File: src/pkg/cs_pkg.sv
/*
 * chip-select package: config layout, ack field codes, cycle timing counts.
 * assumes a 24-bit core address and a three-clock base bus cycle.
 */
`default_nettype none
package cs_pkg;
    localparam int           NUM_CS       = 12;
    localparam int           ADDR_W       = 24;
    localparam int           MATCH_W      = 13;
    localparam int           MATCH_LSB    = 11;
    localparam logic [3:0]   ACK_MAX_WAIT = 4'hd;
    localparam logic [3:0]   ACK_FAST     = 4'he;
    localparam logic [3:0]   ACK_EXTERNAL = 4'hf;
    localparam logic [4:0]   BASE_LAST    = 5'h02;
    localparam logic [4:0]   FAST_LAST    = 5'h01;
    localparam logic [4:0]   PT_ADDR_STB  = 5'h01;
    localparam logic [4:0]   DATA_STB_DLY = 5'h02;

    typedef enum logic [1:0] {PIN_SELECT, PIN_DISCRETE, PIN_ALT} pin_mode_t;
    typedef enum logic [1:0] {FN_SELECT, FN_IRQ_ACK, FN_AUTOVEC, FN_OFF} cs_func_t;
    typedef enum logic {BUS_IDLE, BUS_RUN} bus_state_t;

    typedef struct packed {
        logic                 en;
        pin_mode_t            pin_mode;
        cs_func_t             func;
        logic                 port16;
        logic                 on_data_strobe;
        logic [3:0]           ack_field;
        logic [MATCH_W-1:0]   base;
        logic [MATCH_W-1:0]   mask;
    } cs_cfg_t;

    typedef struct packed {
        logic                 valid;
        logic                 write;
        logic                 irq_ack;
        logic [ADDR_W-1:0]    addr;
    } bus_req_t;

    typedef struct packed {
        bus_state_t           st;
        logic [4:0]           cnt;
        logic [4:0]           lim;
        logic [4:0]           pt;
        logic                 ext;
        logic                 hit;
        logic [3:0]           sel;
        logic                 port16;
        logic                 autovec;
        logic                 irq_ack;
        logic [NUM_CS-1:0]    cs_n;
        logic                 irq_sel;
        logic                 done;
        logic [1:0]           ack;
        logic                 autovec_req;
        logic [1:0]           sy1;
        logic [1:0]           sy2;
    } cs_state_t;
endpackage
`default_nettype wire
File: src/design/chip_select.sv
/*
 * chip-select unit: twelve selects, internal/external acknowledge, wait states.
 * assumes the core holds req stable until bus_done; ack pins are asynchronous.
 */
`timescale 1ns/1ps
`default_nettype none
module chip_select (
    input  wire logic                                       clk,
    input  wire logic                                       rstn,
    input  wire cs_pkg::bus_req_t                           req,
    input  wire cs_pkg::cs_cfg_t [cs_pkg::NUM_CS-1:0]       cs_cfg,
    input  wire logic [cs_pkg::NUM_CS-1:0]                  discrete_val,
    input  wire logic                                       cycle_size_ack_hi_n,
    input  wire logic                                       cycle_size_ack_lo_n,
    output logic [cs_pkg::NUM_CS-1:0]                       cs_n,
    output logic [cs_pkg::NUM_CS-1:0]                       discrete_out,
    output logic                                            irq_ack_select,
    output logic                                            autovector_request,
    output logic                                            bus_done,
    output logic [1:0]                                      ack_size
);
    // ************************************************************
    // state
    // ************************************************************
    cs_pkg::cs_state_t s_r;
    cs_pkg::cs_state_t s_nxt;
    logic              ack_seen;
    logic              fin;
    logic              match_hit;
    logic [3:0]        match_idx;
    cs_pkg::cs_cfg_t   mc;

    assign ack_seen = ~&s_r.sy2;

    // ************************************************************
    // address decode, lowest index wins
    // ************************************************************
    always_comb begin
        match_hit = 1'b0;
        match_idx = 4'h0;
        for (int i = cs_pkg::NUM_CS - 1; i >= 0; i--) begin
            if (cs_cfg[i].en &&
                ((req.addr[cs_pkg::ADDR_W-1:cs_pkg::MATCH_LSB] & cs_cfg[i].mask) ==
                 (cs_cfg[i].base & cs_cfg[i].mask)) &&
                (req.irq_ack ? (cs_cfg[i].func == cs_pkg::FN_IRQ_ACK ||
                             cs_cfg[i].func == cs_pkg::FN_AUTOVEC)
                          : (cs_cfg[i].func == cs_pkg::FN_SELECT))) begin
                match_hit = 1'b1;
                match_idx = 4'(i);
            end
        end
        mc = cs_cfg[match_idx];
    end

    // ************************************************************
    // cycle sequencer
    // ************************************************************
    always_comb begin
        s_nxt          = s_r;
        s_nxt.sy1      = {cycle_size_ack_hi_n, cycle_size_ack_lo_n};
        s_nxt.sy2      = s_r.sy1;
        s_nxt.done     = 1'b0;
        s_nxt.ack      = 2'h0;
        s_nxt.autovec_req = 1'b0;
        s_nxt.cs_n     = '1;
        s_nxt.irq_sel  = 1'b0;
        fin            = 1'b0;
        unique case (s_r.st)
            cs_pkg::BUS_IDLE: begin
                if (req.valid) begin
                    s_nxt.st     = cs_pkg::BUS_RUN;
                    s_nxt.cnt    = 5'h00;
                    s_nxt.hit    = match_hit;
                    s_nxt.sel    = match_idx;
                    s_nxt.port16 = mc.port16;
                    s_nxt.autovec = mc.func == cs_pkg::FN_AUTOVEC;
                    s_nxt.irq_ack = req.irq_ack;
                    // unmatched cycles fall back to the outside acknowledge
                    s_nxt.ext    = !match_hit || mc.ack_field == cs_pkg::ACK_EXTERNAL;
                    if (mc.ack_field == cs_pkg::ACK_FAST)
                        s_nxt.lim = cs_pkg::FAST_LAST;
                    else if (mc.ack_field <= cs_pkg::ACK_MAX_WAIT)
                        s_nxt.lim = cs_pkg::BASE_LAST + {1'b0, mc.ack_field};
                    else
                        s_nxt.lim = cs_pkg::BASE_LAST;
                    s_nxt.pt = (mc.on_data_strobe && req.write) ?
                               cs_pkg::PT_ADDR_STB + cs_pkg::DATA_STB_DLY :
                               cs_pkg::PT_ADDR_STB;
                end
            end
            cs_pkg::BUS_RUN: begin
                fin = s_r.ext ? (ack_seen && s_r.cnt >= cs_pkg::BASE_LAST)
                              : (s_r.cnt == s_r.lim);
                if (fin) begin
                    s_nxt.st   = cs_pkg::BUS_IDLE;
                    s_nxt.done = 1'b1;
                    if (!s_r.ext && s_r.hit) begin
                        // ack is made even when the pin is not a select
                        if (s_r.autovec && s_r.irq_ack)
                            s_nxt.autovec_req = 1'b1;
                        else
                            s_nxt.ack = {1'b1, s_r.port16};
                    end else begin
                        s_nxt.ack = ~s_r.sy2;
                    end
                end else begin
                    s_nxt.cnt = s_r.cnt + 5'h01;
                    // write with data-strobe timing and no waits never reaches pt
                    if (s_r.hit && (s_r.cnt + 5'h01) >= s_r.pt &&
                        cs_cfg[s_r.sel].pin_mode == cs_pkg::PIN_SELECT) begin
                        s_nxt.cs_n[s_r.sel] = 1'b0;
                        s_nxt.irq_sel       = s_r.irq_ack;
                    end
                end
            end
        endcase
    end

    always_ff @(posedge clk or negedge rstn) begin
        if (!rstn) begin
            s_r <= '{st: cs_pkg::BUS_IDLE, cs_n: '1, sy1: '1, sy2: '1, default: '0};
        end else begin
            s_r <= s_nxt;
        end
    end

    // ************************************************************
    // outputs
    // ************************************************************
    assign cs_n               = s_r.cs_n;
    assign irq_ack_select     = s_r.irq_sel;
    assign autovector_request = s_r.autovec_req;
    assign bus_done           = s_r.done;
    assign ack_size           = s_r.ack;

    always_comb begin
        for (int i = 0; i < cs_pkg::NUM_CS; i++) begin
            discrete_out[i] = (cs_cfg[i].pin_mode == cs_pkg::PIN_DISCRETE) ?
                              discrete_val[i] : 1'b1;
        end
    end

    // ************************************************************
    // assertions
    // ************************************************************
    AST_ONE_SELECT: assert property (@(posedge clk) disable iff (!rstn)
        $onehot0(~cs_n)) else $error("more than one select asserted");

    AST_PIN_MODE: assert property (@(posedge clk) disable iff (!rstn)
        s_r.st == cs_pkg::BUS_RUN && s_r.hit &&
        cs_cfg[s_r.sel].pin_mode != cs_pkg::PIN_SELECT |-> cs_n[s_r.sel])
        else $error("select driven while pin reassigned");

    AST_WAIT_LIMIT: assert property (@(posedge clk) disable iff (!rstn)
        s_r.st == cs_pkg::BUS_IDLE && req.valid && match_hit &&
        mc.ack_field <= cs_pkg::ACK_MAX_WAIT
        |=> s_r.lim == cs_pkg::BASE_LAST + {1'b0, $past(mc.ack_field)} && !s_r.ext)
        else $error("wait limit not three clocks plus waits");

    AST_FAST_TERM: assert property (@(posedge clk) disable iff (!rstn)
        s_r.st == cs_pkg::BUS_IDLE && req.valid && match_hit &&
        mc.ack_field == cs_pkg::ACK_FAST |=> s_r.lim == cs_pkg::FAST_LAST)
        else $error("fast termination limit wrong");

    AST_INT_DONE: assert property (@(posedge clk) disable iff (!rstn)
        s_r.st == cs_pkg::BUS_RUN && !s_r.ext && s_r.cnt == s_r.lim
        |=> bus_done && s_r.st == cs_pkg::BUS_IDLE)
        else $error("internal ack not issued at limit");

    AST_NO_EARLY_DONE: assert property (@(posedge clk) disable iff (!rstn)
        s_r.st == cs_pkg::BUS_RUN && !s_r.ext && s_r.cnt < s_r.lim |=> !bus_done)
        else $error("ack issued before wait states elapsed");

    AST_EXT_WAIT: assert property (@(posedge clk) disable iff (!rstn)
        s_r.st == cs_pkg::BUS_RUN && s_r.ext && !ack_seen |=> !bus_done)
        else $error("external cycle ended without ack");

    AST_RESTART: assert property (@(posedge clk) disable iff (!rstn)
        s_r.st == cs_pkg::BUS_IDLE && req.valid |=> s_r.cnt == 5'h00 ##1 s_r.cnt <= 5'h01)
        else $error("wait counter not restarted");

    AST_DATA_STB_WRITE: assert property (@(posedge clk) disable iff (!rstn)
        s_r.st == cs_pkg::BUS_IDLE && req.valid && match_hit && mc.on_data_strobe && req.write
        |=> (&cs_n) [*3])
        else $error("data strobe write select too early");

    AST_AUTOVEC: assert property (@(posedge clk) disable iff (!rstn)
        autovector_request |-> bus_done && ack_size == 2'h0)
        else $error("autovector with size ack");

    AST_ADDR_STB_SEL: assert property (@(posedge clk) disable iff (!rstn)
        s_r.st == cs_pkg::BUS_IDLE && req.valid && match_hit &&
        mc.pin_mode == cs_pkg::PIN_SELECT && !(mc.on_data_strobe && req.write)
        |=> &cs_n ##1 !cs_n[$past(match_idx, 2)])
        else $error("address strobe select not in second bus state");

    AST_DONE_PULSE: assert property (@(posedge clk) disable iff (!rstn)
        bus_done |=> !bus_done)
        else $error("bus done longer than one clock");

    AST_EXT_ACK: assert property (@(posedge clk) disable iff (!rstn)
        s_r.st == cs_pkg::BUS_RUN && s_r.ext && ack_seen && s_r.cnt >= cs_pkg::BASE_LAST
        |=> bus_done && ack_size == ~$past(s_r.sy2))
        else $error("external ack not passed through");

    AST_INT_SIZE: assert property (@(posedge clk) disable iff (!rstn)
        s_r.st == cs_pkg::BUS_RUN && !s_r.ext && s_r.cnt == s_r.lim && !s_r.irq_ack
        |=> ack_size == {1'b1, $past(cs_cfg[s_r.sel].port16)})
        else $error("internal size ack wrong");

    COV_ZERO_WAIT: cover property (@(posedge clk) disable iff (!rstn)
        s_r.st == cs_pkg::BUS_RUN && !s_r.ext && s_r.lim == cs_pkg::BASE_LAST ##[1:3] bus_done);
    COV_FAST: cover property (@(posedge clk) disable iff (!rstn)
        s_r.st == cs_pkg::BUS_RUN && s_r.lim == cs_pkg::FAST_LAST && !s_r.ext ##2 bus_done);
    COV_EXT: cover property (@(posedge clk) disable iff (!rstn)
        s_r.st == cs_pkg::BUS_RUN && s_r.ext ##[1:20] bus_done);
    COV_AUTOVEC: cover property (@(posedge clk) disable iff (!rstn) autovector_request);
    COV_DATA_STB_SEL: cover property (@(posedge clk) disable iff (!rstn)
        s_r.st == cs_pkg::BUS_RUN && s_r.pt != cs_pkg::PT_ADDR_STB && !(&cs_n));
endmodule // chip_select
`default_nettype wire

File: config.mk
export PLATFORM = sky130hd
export DESIGN_NAME = chip_select
export DESIGN_NICKNAME = d
export VERILOG_FILES = /design/src/pkg/cs_pkg.sv /design/src/design/chip_select.sv
export SDC_FILE = /design/constraint.sdc
export NUM_CORES = 1
export LEC_CHECK = 0
export BUFFER_PORTS_ARGS = -buffer_cell sky130_fd_sc_hd__buf_2
export CORE_AREA = 3 3 201 203
export DETAILED_ROUTE_END_ITERATION = 16
export DIE_AREA = 0 0 204 206
export SLEW_MARGIN = 5
export SYNTH_ARGS = -nofsm -noshare
export SYNTH_HDL_FRONTEND = slang
export SYNTH_SLANG_ARGS = --single-unit
export TNS_END_PERCENT = 1
File: constraint.sdc
create_clock -name clk -period 3.2 [get_ports clk]
set_input_delay 0.16 -clock clk [delete_from_list [all_inputs] [get_ports clk]]
set_output_delay 0.16 -clock clk [all_outputs]
set_load 0.01 [all_outputs]
* Word-level counts from Yosys, hierarchy flattened
Cells that the tools add are included.
** Operators by class
- Add/sub/neg operators :: 2
- $lt $le $gt $ge :: 6
- Equality and inequality tests :: 54
- Multiplexer cells :: 70
- Bitwise gates (word level) :: 27
- Reduce and logical (&&, ||, !) cells :: 63
** Operators by type and width (count)
- 13-bit bitwise AND :: 24
- 37-bit binary-select mux with 4-bit select :: 2
- 13-bit equality test :: 12
- 4-bit two-way mux :: 13
- 2-bit by 1-bit equality test with 1-bit output, second input constant :: 24
- 1-bit two-way mux :: 41
- 36-bit two-way mux :: 1
- 34-bit two-way mux :: 1
- 1-bit logical AND :: 31
- 2-bit equality test, second input constant :: 13
- 2-bit logical NOT :: 13
- 13-bit two-way mux :: 2
- 25-bit two-way mux :: 1
- 17-bit two-way mux :: 1
- 5-bit two-way mux :: 3
- 1-bit logical OR :: 13
- 12-bit NOT :: 1
- 6-bit one-hot mux with 2 select lines :: 1
- 4-bit by 5-bit less-than comparator with 1-bit output, second input constant :: 2
- 4-bit equality test, second input constant :: 2
- 2-bit two-way mux :: 3
- 2-bit AND reduction :: 3
- 2-bit by 4-bit adder with 5-bit output, first input constant :: 1
- 5-bit by 1-bit adder with 5-bit output, second input constant :: 1
- other kinds (10) :: 13
** Word-level totals
- Bits in registers :: 46
- Input port bits :: 487
- Output and inout port bits :: 29

* Depth between registers and ports, before layout
- Depth in word-level cells :: 23
- Depth in mapped cells :: 17

* Worst setup path before layout
OpenSTA, ideal clock, no wires.
- Kind :: input-to-reg
- Start point :: in req[20] (netlist name)
- End point :: reg s_r[38] (netlist name)
- Setup time :: 0.094 ns
- Data arrival time :: 3.365 ns
- Data required time :: 3.106 ns
- Slack :: -0.259 ns
- Stages :: 15
- Path buffers :: 2
- Path through :: buf_6 -> xor2_1 -> a22oi_1 -> nand2_1 -> or4_1 -> a211oi_2 -> o311ai_2 -> nand2_2 -> buf_6 -> mux4_2 -> a211oi_2 -> inv_1 -> ha_1 -> xor2_1 -> a211oi_1
** On the way
- Word-level cells in the longest chain between the ends :: 21
** RTL lines
- from (decl) :: RTL line chip_select.sv:10 : input wire cs_pkg::bus_req_t req,
- 13-bit bitwise AND :: RTL line chip_select.sv:43 : ((req.addr[cs_pkg::ADDR_W-1:cs_pkg::MATCH_LSB] & cs_cfg[i].mask) ==
- 13-bit equality test :: RTL line chip_select.sv:43
- 1-bit logical AND :: RTL line chip_select.sv:42 : if (cs_cfg[i].en &&
- 1-bit logical AND :: RTL line chip_select.sv:44 : (cs_cfg[i].base & cs_cfg[i].mask)) &&
- 4-bit two-way mux (11 in a row) :: RTL line chip_select.sv:42
- 4-bit two-way mux * :: RTL line chip_select.sv:42
- 37-bit binary-select mux with 4-bit select * :: RTL line chip_select.sv:52 : mc = cs_cfg[match_idx];
- 34-bit two-way mux (implied by the code) * :: RTL line chip_select.sv:52
- 2-bit by 4-bit adder with 5-bit output or 4-bit less-or-equal comparator (tied branches) :: RTL line chip_select.sv:83, chip_select.sv:82
- 5-bit two-way mux :: RTL line chip_select.sv:82 : else if (mc.ack_field <= cs_pkg::ACK_MAX_WAIT)
- 5-bit two-way mux * :: RTL line chip_select.sv:80 : if (mc.ack_field == cs_pkg::ACK_FAST)
- to (signal assigned) :: RTL line chip_select.sv:123 : s_r <= s_nxt;
- to (decl) :: RTL line chip_select.sv:25 : cs_pkg::cs_state_t s_r;
Mark *: on every way between the ends. The rest lies on a longest branch, timed or not. The select of a mux whose other input is x is not followed.
A chain may end at the register's enable or synchronous reset.

* Final worst setup path
- Start point :: in req[22] (netlist name)
- End point :: reg s_r[38] (netlist name)
The elaborated chain is that of the path after synthesis.

==> summary.md <==
| Metric | Value |
|---|---|
| Status | finished, violations left |
| Failing checks | negative setup slack |
| Post-synth top area share | between 20% and 30% |
| CORE AREA | around 0.039 sq mm |
| Synth async-reset ratio | 100% |
| Worst slack at placement | -1.16 ns |
| DR WL/cell | ~20 um |
| FMAX | 285 MHz |
| Internal | between 1.5 and 2 mW |
| Clock network fraction of design power | around 18% |
| R2r endpoint | cs_n[3] |
| Lkg Pwr | 5.19 nW |
| Residual DRC count | 0 |
| Die height | roughly 200 um |
| Post-Route WL | roughly 37,000 um |
| CP cell instances | buf_6 -> buf_4 -> xor2_1 -> a22oi_1 -> nand4_1 -> buf_6 -> a2111oi_4 -> buf_4 -> nor2_4 -> a211oi_2 -> buf_4 -> nand2_8 -> mux4_2 -> a2111oi_4 -> inv_1 -> ha_2 -> xor2_2 -> a211oi_2 |
| Layout Cells excl Fill | between 1,500 and 2,000 |
| Worst vdd ir | between 0.2 and 0.25 mV |
| Mapped Area | between 0.006 and 0.007 sq mm |
| FF+latch count, synth | 43 |
| DP HPWL | between 30,000 and 40,000 um |
| Post-DRT Antenna Nets | 0 |
| Longest Clk Path Bufs | 2 |
| Setup ws final | -0.304 ns |
| Top-count cell post-synth | xor2_1 |
| Finished Core Util | between 20% and 30% |
| P_sw | roughly 1.2 mW |
| Pin count of the biggest net entering global routing | 44 |
| Vias per std cell | around 4.3 |
| Clock sink count | 43 |
| Initial drt markers | 417 |
| Clock insertion delay at the later pin of the skew report | 0.29 ns |
| Clock transition at path regs | 0.06 ns |
| First-pass GRT wire length | around 51,000 um |
| Commonest cells post-synth | xor2_1, a22oi_1, nand2_1 |
| Final Hold Fails | 0 |
| Post-synth top flop | dfrtp_1 |
| Share of cells above drive strength 1 | between 50% and 60% |
| Max_slew headroom | 22.0% |
| R2R setup slack | between 0.4 and 0.5 ns |
| Syn. warnings | 0 |
| Largest cells by area after synthesis | xor2_1, dfrtp_1, a22oi_1 |
| FF/Latch Area | 0.00110 sq mm |
| Max Slew Vio Count | 0 |
| Final setup violation count | 7 |
| Crit Path Max Fanout | 8 |
| Reg2Reg Launch Point | s_r[40] |
| Number of global-route vias before repair | just over 8,000 |
| Root buf cell | clkbuf_16 |
| Area Growth Syn to Fin | 76.1% |
| Worst Setup Start Kind | primary input |
| R2R depth | 10 |
| Die ar. | between 0.04 and 0.05 sq mm |
| Power Density | between 200 and 300 mW/mm^2 |
| Site Rows | 72 |
| Cell repeated most along the worst path | buf_4 |
| Area occupied by multi-input gates | about 0.0046 sq mm |
| Max H-tree Level | 2 |
| CP endpoint kind | flip-flop |
| Fin crit share | 110% |
| Setup TNS | -1.63 ns |
| Post-synth EDFFs | 0 |
| Seq pwr share | between 20% and 30% |
| Area leader, netlist | xor2_1 |
| Slowest-stage cell, CP | mux4_2 |
| Worst-Margin Slew | ~1.2 ns |
| RSZ-0062 raised after global routing | yes |
| Post-synthesis cell type count | between 60 and 70 |
| Top-Level Pins | between 500 and 600 |
| WP data required | between 3 and 4 ns |
| Comb pwr share | between 50 and 60% |
| CTS buffer count | 5 |
| Hold Crit Class | in2async |
| Hold Slack | around 0.007 ns |
| Via Count | between 7,000 and 8,000 |
| Post-synthesis sequential area ratio | a little under a fifth |
| Crit path DAT | around 3.7 ns |
| Starting Density | between 15 and 20% |
| Cell count after placement | between 1,500 and 2,000 |
| Global Route Usage Sum | around 17% |
| Placer congestion estimate | around 0.98 |
| Total grt overflow | 0 |
| Max Cap Viol | 0 |
| Largest incremental delay on the critical path | roughly 0.45 ns |
| Switching share of power | approximately two fifths |
| Syn nets | 1,203 |
| CTS tree | yes |
| Max Clock Skew | about 0.011 ns |
| Final #Nets | ~1,800 |
| Fillers | about 4,200 |
| CP Class | in2reg |
| Drt pass-1 iters | 5 |
| Final min period | 3.50 ns |
| Initial antenna violation count | 10 |
| Die Span X | a little over 200 um |
| Mapped Cells | 699 |
| IO buf count | 504 |
| Syn Area/Cell | approximately 8.6 sq um |
## per-stage QoR
stage / cell area (sq um) / power [mW]
2_1_floorplan: 6100 / 1.63
3_3_place_gp: 9900 / 2.38
3_5_place_dp: 9900 / 2.41
4_1_cts: 10500 / 3.02
5_1_grt: 10600 / 3.25
6_report: 10600 / 3.01
## per-layer routing
layer / vias up / share of wire [%] / track usage (%)
li1: 3752 / - / -
met1: 3658 / 40 / 20.3
met2: 365 / 49 / 29.7
met3: 52 / 6.0 / 1.86
met4: 0 / 4.1 / 6.27
met5: - / 0 / 0
## worst max-delay path, delay by kind of cell
family          cells  cell delay, ns
compound gates      5            1.33
buf+inv             6            0.96
mux                 1            0.45
xor+xnor            2            0.33
simple gates        3            0.27
fa+ha+maj           1            0.20
## how the worst max path moves through the flow
stage | start | endpoint | slack [ns] | depth (start not counted)
global placement | req[23] | s_r[38] | -1.14 | 18
floorplan | req[11] | s_r[38] | -0.08 | 14
detailed placement | req[23] | s_r[38] | -1.16 | 18
global route | req[12] | s_r[38] | -0.45 | 19
CTS | req[12] | s_r[38] | -0.38 | 18
finish | req[22] | s_r[38] | -0.30 | 18
## cell families after synthesis
kind of cell | Yosys count | synth area share, %
mux | 30 | 6.14
simple gates | 193 | 16.3
xor+xnor | 162 | 23.6
flops | 43 | 18.2
fa+ha+maj | 17 | 3.54
buf+inv | 87 | 8.63
compound gates | 167 | 23.5
## power by group through the flow
| stage | clock [mW] | combinational [mW] | sequential, mW |
|---|---|---|---|
| after global placement | 0 | 1.58 | 0.802 |
| after CTS | 0.549 | 1.67 | 0.798 |
| after floorplan | 0 | 0.892 | 0.742 |
| final | 0.536 | 1.68 | 0.797 |
| after detailed placement | 0 | 1.60 | 0.807 |
| after global routing | 0.575 | 1.86 | 0.816 |
## sequential cells by signal, indices dropped and copies added, names as in the netlist
register / count
autovector_request: 1
ack_size: 2
irq_ack_select: 1
s_r: 24
s_nxt: 2
cs_n: 12
bus_done: 1
## cell type report
type / count / share of cell area (%)
diodes: 6 / 0.142
clock buffers: 8 / 1.49
inverters: 37 / 1.31
multi-input cells: 569 / 43.8
flip-flops and latches: 43 / 10.3
well taps: 518 / 6.12
repair buffers: 657 / 36.8
## placed cells by master, fill, tap and decap left out, types with 14 or more instances in the layout
cell type,count
a22oi_1,67
buf_2,493
buf_4,130
buf_6,19
dfrtp_1,27
dfstp_2,16
ha_1,16
inv_1,37
mux2i_1,15
nand2_1,57
nand4_1,17
nor2_1,33
nor3_1,17
o211ai_1,14
o21ai_0,15
xor2_1,157
## repair_timing
action	4_1_cts	5_1_grt
resized for setup	62	21
endpoints found under the hold margin	2	0
cloned	0	0
hold buffers	2	0
setup endpoints to repair	8	9
pin swaps	39	18
buffers inserted	18	4
Power figures use the tool's default switching activity.
